--- src/sysbus_pkg.sv ---
// package: shared types and constants for the external system bus pins
package sysbus_pkg;

    localparam int ADDR_W       = 21;
    localparam int DATA_W       = 16;
    localparam int BANKS        = 4;
    localparam int SYS_CLK_KHZ  = 125000;
    localparam int CARD_CLK_KHZ = 8000;
    // half period of the card clock, in system cycles
    localparam int CARD_HALF    = SYS_CLK_KHZ / (2 * CARD_CLK_KHZ);
    localparam int DRAM_RAS_CYC = 2;
    localparam int DRAM_CAS_CYC = 2;
    localparam int STROBE_CYC   = 3;
    localparam int WAIT_MAX     = 255;

    typedef enum logic [2:0]
    {
        TGT_DRAM   = 3'h0,
        TGT_ROM    = 3'h1,
        TGT_PANEL  = 3'h2,
        TGT_CARD_M = 3'h3,
        TGT_CARD_I = 3'h4
    } target_t;

    typedef struct packed
    {
        target_t             target;
        logic                write;
        logic [1:0]          bank;
        logic [1:0]          byte_en;
        logic [ADDR_W-1:0]   row;
        logic [ADDR_W-1:0]   addr;
        logic [DATA_W-1:0]   wdata;
    } bus_req_t;

endpackage

--- src/system_bus_pin_interface.sv ---
// module: pin-level sequencer for the shared external system bus
`timescale 1ns/1ns
module system_bus_pin_interface #(
    parameter int ADDR_W = sysbus_pkg::ADDR_W,
    parameter int DATA_W = sysbus_pkg::DATA_W
)(
    input  wire logic                 sys_clk,
    input  wire logic                 rst,
    input  wire sysbus_pkg::bus_req_t req,
    input  wire logic                 req_valid,
    output logic                      req_ready,
    output logic [DATA_W-1:0]         rsp_data,
    output logic                      rsp_valid,
    input  wire logic                 card_reset_req,
    output logic                      card_irq,
    output logic [ADDR_W-1:0]         addr_out,
    input  wire logic [DATA_W-1:0]    data_in,
    output logic [DATA_W-1:0]         data_out,
    output logic                      data_oe,
    output logic                      panel_sel_n,
    output logic                      panel_rd_n,
    output logic                      shared_wr_n,
    input  wire logic                 target_rdy,
    output logic [3:0]                boot_mem_sel_n,
    output logic                      boot_mem_rd_n,
    output logic [3:0]                dram_row_strobe_n,
    output logic                      dram_col_hi_n,
    output logic                      dram_col_lo_n,
    output logic                      dram_wr_n,
    output logic                      card_clk,
    output logic                      card_hi_byte_en_n,
    output logic                      card_io_rd_n,
    output logic                      card_io_wr_n,
    output logic                      card_mem_rd_n,
    output logic                      card_mem_wr_n,
    input  wire logic                 card_no_wait_n,
    input  wire logic                 card_irq_in,
    output logic                      card_rst_n
);

    typedef enum logic [2:0]
    {
        ST_IDLE  = 3'h0,
        ST_ROW   = 3'h1,
        ST_COL   = 3'h2,
        ST_STRB  = 3'h3,
        ST_WAIT  = 3'h4,
        ST_DONE  = 3'h5
    } state_t;

    state_t               state_reg;
    sysbus_pkg::bus_req_t cur_reg;
    logic [7:0]           cnt_reg;
    logic [1:0]           rdy_sync_reg;
    logic [1:0]           zws_sync_reg;
    logic [1:0]           irq_sync_reg;
    logic [3:0]           div_reg;
    logic                 card_clk_reg;
    logic                 strobe_on;
    logic                 rd;
    logic                 wr;
    logic                 waits_ok;
    logic                 is_card;

    // ========================================
    // input synchronisers
    always_ff @(posedge sys_clk)
    begin
        if (rst)
        begin
            rdy_sync_reg <= 2'h0;
            zws_sync_reg <= 2'h3;
            irq_sync_reg <= 2'h0;
        end
        else
        begin
            rdy_sync_reg <= {rdy_sync_reg[0], target_rdy};
            zws_sync_reg <= {zws_sync_reg[0], card_no_wait_n};
            irq_sync_reg <= {irq_sync_reg[0], card_irq_in};
        end
    end

    assign card_irq = irq_sync_reg[1];

    // ========================================
    // card clock divider
    always_ff @(posedge sys_clk)
    begin
        if (rst)
        begin
            div_reg      <= 4'h0;
            card_clk_reg <= 1'b0;
        end
        else if (div_reg == 4'(sysbus_pkg::CARD_HALF - 1))
        begin
            div_reg      <= 4'h0;
            card_clk_reg <= ~card_clk_reg;
        end
        else
        begin
            div_reg <= div_reg + 4'h1;
        end
    end

    assign card_clk = card_clk_reg;

    // ========================================
    // access sequencer
    assign is_card  = (cur_reg.target == sysbus_pkg::TGT_CARD_M) ||
                      (cur_reg.target == sysbus_pkg::TGT_CARD_I);
    assign waits_ok = rdy_sync_reg[1] ||
                      (is_card && !zws_sync_reg[1]);

    always_ff @(posedge sys_clk)
    begin
        if (rst)
        begin
            state_reg <= ST_IDLE;
            cur_reg   <= '0;
            cnt_reg   <= 8'h0;
        end
        else
        begin
            case (state_reg)
                ST_IDLE:
                begin
                    cnt_reg <= 8'h0;
                    if (req_valid)
                    begin
                        cur_reg <= req;
                        if (req.target == sysbus_pkg::TGT_DRAM)
                            state_reg <= ST_ROW;
                        else
                            state_reg <= ST_STRB;
                    end
                end
                ST_ROW:
                begin
                    cnt_reg <= cnt_reg + 8'h1;
                    if (cnt_reg == 8'(sysbus_pkg::DRAM_RAS_CYC - 1))
                    begin
                        cnt_reg   <= 8'h0;
                        state_reg <= ST_COL;
                    end
                end
                ST_COL:
                begin
                    cnt_reg <= cnt_reg + 8'h1;
                    if (cnt_reg == 8'(sysbus_pkg::DRAM_CAS_CYC - 1))
                        state_reg <= ST_DONE;
                end
                ST_STRB:
                begin
                    cnt_reg <= cnt_reg + 8'h1;
                    if (cnt_reg == 8'(sysbus_pkg::STROBE_CYC - 1))
                    begin
                        cnt_reg <= 8'h0;
                        if (cur_reg.target == sysbus_pkg::TGT_ROM)
                            state_reg <= ST_DONE;
                        else
                            state_reg <= ST_WAIT;
                    end
                end
                ST_WAIT:
                begin
                    cnt_reg <= cnt_reg + 8'h1;
                    if (waits_ok ||
                        cnt_reg == 8'(sysbus_pkg::WAIT_MAX))
                        state_reg <= ST_DONE;
                end
                ST_DONE:
                begin
                    state_reg <= ST_IDLE;
                end
                default:
                begin
                    state_reg <= ST_IDLE;
                end
            endcase
        end
    end

    // ========================================
    // read data capture
    always_ff @(posedge sys_clk)
    begin
        if (rst)
        begin
            rsp_data  <= '0;
            rsp_valid <= 1'b0;
        end
        else
        begin
            rsp_valid <= (state_reg == ST_DONE) && !cur_reg.write;
            if (state_reg == ST_DONE && !cur_reg.write)
                rsp_data <= data_in;
        end
    end

    assign req_ready = (state_reg == ST_IDLE);

    // ========================================
    // pin decode, one target at a time
    assign strobe_on = (state_reg == ST_STRB) || (state_reg == ST_WAIT);
    assign rd        = !cur_reg.write;
    assign wr        = cur_reg.write;

    always_ff @(posedge sys_clk)
    begin
        if (rst)
        begin
            addr_out          <= '0;
            data_out          <= '0;
            data_oe           <= 1'b0;
            panel_sel_n       <= 1'b1;
            panel_rd_n        <= 1'b1;
            shared_wr_n       <= 1'b1;
            boot_mem_sel_n    <= 4'hf;
            boot_mem_rd_n     <= 1'b1;
            dram_row_strobe_n <= 4'hf;
            dram_col_hi_n     <= 1'b1;
            dram_col_lo_n     <= 1'b1;
            dram_wr_n         <= 1'b1;
            card_hi_byte_en_n <= 1'b1;
            card_io_rd_n      <= 1'b1;
            card_io_wr_n      <= 1'b1;
            card_mem_rd_n     <= 1'b1;
            card_mem_wr_n     <= 1'b1;
            card_rst_n        <= 1'b0;
        end
        else
        begin
            card_rst_n <= !card_reset_req;
            panel_sel_n       <= 1'b1;
            panel_rd_n        <= 1'b1;
            shared_wr_n       <= 1'b1;
            boot_mem_sel_n    <= 4'hf;
            boot_mem_rd_n     <= 1'b1;
            dram_row_strobe_n <= 4'hf;
            dram_col_hi_n     <= 1'b1;
            dram_col_lo_n     <= 1'b1;
            dram_wr_n         <= 1'b1;
            card_hi_byte_en_n <= 1'b1;
            card_io_rd_n      <= 1'b1;
            card_io_wr_n      <= 1'b1;
            card_mem_rd_n     <= 1'b1;
            card_mem_wr_n     <= 1'b1;
            data_oe           <= 1'b0;
            if (state_reg == ST_IDLE && req_valid)
            begin
                if (req.target == sysbus_pkg::TGT_DRAM)
                    addr_out <= req.row;
                else
                    addr_out <= req.addr;
                data_out <= req.wdata;
            end
            else if (state_reg == ST_ROW &&
                     cnt_reg == 8'(sysbus_pkg::DRAM_RAS_CYC - 1))
                addr_out <= cur_reg.addr;
            if (state_reg == ST_ROW || state_reg == ST_COL)
            begin
                dram_row_strobe_n[cur_reg.bank] <= 1'b0;
                if (state_reg == ST_COL)
                begin
                    dram_col_hi_n <= !cur_reg.byte_en[1];
                    dram_col_lo_n <= !cur_reg.byte_en[0];
                    dram_wr_n     <= !wr;
                    data_oe       <= wr;
                end
            end
            else if (strobe_on)
            begin
                data_oe <= wr;
                case (cur_reg.target)
                    sysbus_pkg::TGT_ROM:
                    begin
                        boot_mem_sel_n[cur_reg.bank] <= 1'b0;
                        boot_mem_rd_n <= !rd;
                        shared_wr_n   <= !wr;
                    end
                    sysbus_pkg::TGT_PANEL:
                    begin
                        panel_sel_n <= 1'b0;
                        panel_rd_n  <= !rd;
                        shared_wr_n <= !wr;
                    end
                    sysbus_pkg::TGT_CARD_M:
                    begin
                        card_hi_byte_en_n <= !cur_reg.byte_en[1];
                        card_mem_rd_n     <= !rd;
                        card_mem_wr_n     <= !wr;
                    end
                    sysbus_pkg::TGT_CARD_I:
                    begin
                        card_hi_byte_en_n <= !cur_reg.byte_en[1];
                        card_io_rd_n      <= !rd;
                        card_io_wr_n      <= !wr;
                    end
                    default:
                    begin
                        data_oe <= 1'b0;
                    end
                endcase
            end
        end
    end

endmodule

--- config.mk ---
export PLATFORM = sky130hd
export DESIGN_NAME = system_bus_pin_interface
export DESIGN_NICKNAME = d
export VERILOG_FILES = /design/src/sysbus_pkg.sv /design/src/system_bus_pin_interface.sv
export SDC_FILE = /design/constraint.sdc
export NUM_CORES = 1
export LEC_CHECK = 0
export ABC_AREA = 0
export BUFFER_PORTS_ARGS = -buffer_cell sky130_fd_sc_hd__buf_2
export CORE_AREA = 2 2 124 126
export CTS_CLUSTER_DIAMETER = 30
export DETAILED_ROUTE_END_ITERATION = 10
export DIE_AREA = 0 0 126 128
export SLEW_MARGIN = 20
export SYNTH_ARGS = -nofsm -noshare
export SYNTH_HDL_FRONTEND = slang
export SYNTH_SLANG_ARGS = --single-unit
export TNS_END_PERCENT = 100
--- constraint.sdc ---
create_clock -name sys_clk -period 2.55 [get_ports sys_clk]
set_input_delay 0 -clock sys_clk [delete_from_list [all_inputs] [get_ports sys_clk]]
set_output_delay 0 -clock sys_clk [all_outputs]
set_load 0.01 [all_outputs]
==> results.json <==
{
  "root_buffer": "clkbuf_16",
  "synth_top_cell_by_area": "dfxtp_1",
  "largest_register_ffs": 28,
  "cellPowerDensity_nw_per_um2": 894,
  "cts_buffers": 17,
  "ys_seq_elements": 127,
  "min_from": "req[55]",
  "hold_ws_ns": 0.0210,
  "grt_pass1_wl_mm": 22.3,
  "crit_top_cell": "nand2_1",
  "synth_area_um2": 5080,
  "insertedDiodeCount": 0,
  "final_area_um2": 7290,
  "setup_viol": 0,
  "layout-drive-gt1-share": 0.261,
  "p_switching_mw": 1.96,
  "peakVddDrop_mv": 0.433,
  "r2r_setup_slack_ns": 0.54,
  "cp_slowest_stage_delay_ns": 0.90,
  "dr.pass1.iters": 4,
  "fp.coreArea_um2": 14900,
  "seqCellArea_um2": 2540,
  "multiInputGateArea_um2": 2310,
  "synth_area_leaders": "dfxtp_1, nand2_1, a21oi_1",
  "rsz0062_at_grt": "no",
  "ios": 168,
  "die_h_um": 128,
  "post_synth_inst_count": 606,
  "gp_congestion": 0.784,
  "timing.rr.end": "addr_out[17]$_SDFFE_PP0P_",
  "reg2reg_from": "state_reg[1]$_SDFFE_PP0P_",
  "viasPerCell": 4.67,
  "final.period_utilization": 0.788,
  "syn_area_per_cell_um2": 8.39,
  "hpwlAfterDp_mm": 8.72,
  "worst_pin_slew_ns": 0.727,
  "finalSetupTns_ns": 0,
  "wl_mm": 13.8,
  "reg2regPathDepth": 5,
  "status": "completed",
  "hold_path.class": "in -> reg",
  "synthFlopType": "dfxtp_1",
  "num_vias": 4792,
  "total_power_mw": 6.52,
  "sequentialPowerShare": 0.372,
  "track_usage": 0.172,
  "post_cts_buffers": 0,
  "layout_min_cycle_time_ns": 2.01,
  "port_buffers": 167,
  "path_class": "reg -> reg",
  "synth_nets": 700,
  "slowest_stage": "or4b_4",
  "die_w_um": 126,
  "crit_chain": "or4b_4 > nand2_1 > o21ai_1 > nand2_1 > a21oi_1",
  "drt_iter0_drc": 278,
  "p_leak_nw": 3.03,
  "ys_types": 52,
  "internal-power_mw": 4.56,
  "cp.required_ns": 2.81,
  "fill_cells": 1458,
  "crit_arrival_ns": 2.27,
  "yosys_warnings": 0,
  "synthArstFlopShare": 0,
  "nets": 919,
  "yosys-top-cells-count": "nand2_1, dfxtp_1, a21oi_1, mux2i_1, o21ai_1",
  "die-area_um2": 16100,
  "fmax_mhz": 498,
  "p_sw_frac": 0.301,
  "cap_violations": 0,
  "drc": 0,
  "worstHoldPathCells": 5,
  "first_global_vias": 4583,
  "cts_buffer_depth": 2,
  "antenna_found_initial": 0,
  "htreeDepth": 4,
  "endpoint_kind": "flop",
  "ctsResizeCount": 0,
  "wl_per_cell_um": 13.4,
  "maxSlewViolCount": 0,
  "std_cell_rows": 45,
  "overflow": 0,
  "synth_top_area_frac": 0.500,
  "ys_seq_area_frac": 0.500,
  "tritoncts": "built",
  "maxSlewHeadroom": 0.515,
  "holdPathEnd": "addr_out[18]$_SDFFE_PP0P_",
  "clkPwrFrac": 0.389,
  "skew_ns": 0.00739,
  "initial_core_util": 0.342,
  "path_clk_slew_ns": 0.05,
  "area_growth_pct": 43.3,
  "comb_power_share": 0.239,
  "clock-sinks": 127,
  "synth_edf_count": 0,
  "yosysMostFrequentCell": "nand2_1",
  "hold_viol": 0,
  "worst-path-max-fanout": 66,
  "drtAntennaViolNets": 0,
  "clk_latency_ns": 0.41,
  "grt_start_max_net_pins": 68,
  "start_kind": "flop",
  "place_area_um2": 6010
}
-- worst max-delay path by stage --
stage / slack, ns / startpoint / cells past startpoint / end
3_5_place_dp: 0.56 / state_reg[1]$_SDFFE_PP0P_ / 5 / cur_reg[28]$_SDFFE_PP0P_
3_3_place_gp: 0.58 / state_reg[1]$_SDFFE_PP0P_ / 5 / addr_out[5]$_SDFFE_PP0P_
6_report: 0.54 / state_reg[1]$_SDFFE_PP0P_ / 5 / addr_out[17]$_SDFFE_PP0P_
5_1_grt: 0.31 / state_reg[1]$_SDFFE_PP0P_ / 5 / addr_out[9]$_SDFFE_PP0P_
4_1_cts: 0.53 / state_reg[1]$_SDFFE_PP0P_ / 5 / cur_reg[28]$_SDFFE_PP0P_
2_1_floorplan: 0.73 / cnt_reg[1]$_SDFFE_PP0P_ / 7 / state_reg[0]$_SDFFE_PP0P_
-- area by class of cell --
type | instances | share of cell area
flip-flops and latches | 127 | 0.349
clock buffers | 22 | 0.0637
clock inverters | 10 | 0.0220
multi-input cells | 433 | 0.317
inverters | 5 | 0.00258
well taps | 188 | 0.0323
repair buffers | 241 | 0.214
-- power by group through the flow --
stage | sequential (mW) | combinational [mW] | clock (mW)
floorplan | 2.47 | 1.06 | 0
global placement | 2.46 | 1.49 | 0
detailed placement | 2.47 | 1.50 | 0
CTS | 2.43 | 1.58 | 2.60
global route | 2.46 | 1.75 | 2.70
finish | 2.43 | 1.56 | 2.53
-- cell usage in the layout, fill, tap and decap left out, types with 7 or more instances in the layout --
cell type | Yosys | layout
buf_4 | 2 | 10
dlygate4sd3_1 | 0 | 65
a21oi_1 | 89 | 89
dfxtp_1 | 127 | 127
nand2_1 | 181 | 181
clkbuf_16 | 0 | 17
nor2_1 | 17 | 17
mux2i_1 | 22 | 22
o21ai_1 | 21 | 21
nor2b_1 | 12 | 12
buf_2 | 11 | 166
nand3_1 | 7 | 7
-- routing by layer --
metal,vias to the layer above,global-route usage,wire (µm)
li1,2482,-,-
met1,2168,0.219,6600
met2,129,0.280,6260
met3,13,0.0513,727
met4,0,0.0601,190
met5,-,0,0
-- logic make-up (layout without fill, tap and decap cells) --
family | after synthesis | count (layout) | share of synthesized area
xor gates and xnor gates | 6 | 6 | 0.0103
AOI/OAI and AO/OA | 138 | 138 | 0.150
buffers and inverters | 46 | 278 | 0.0470
and+or+nand+nor | 261 | 261 | 0.234
adders and majority gates | 5 | 5 | 0.0123
muxes | 23 | 23 | 0.0463
DFF | 127 | 127 | 0.500
-- what timing repair did --
item | in CTS | in global routing
endpoints found under the setup margin | 0 | 0
hold buffers | 65 | 0
hold endpoints to repair | 65 | 0
-- stage by stage --
| step | setup slack [ns] | std cells | utilization |
|---|---|---|---|
| global placement | 0.583 | 929 | 0.404 |
| finish | 0.542 | 1026 | 0.490 |
| floorplan | 0.735 | 606 | - |
| global route | 0.307 | 1026 | 0.490 |
| CTS | 0.525 | 1026 | 0.490 |
| detailed placement | 0.564 | 929 | 0.404 |
-- worst max-delay path, delay by kind of cell (launching register included) --
kind / cells / cell delay [ns]
simple gates: 3 / 1.19
flops: 1 / 0.50
compound gates: 2 / 0.15
No activity file was read; power rests on OpenSTA's default activity.
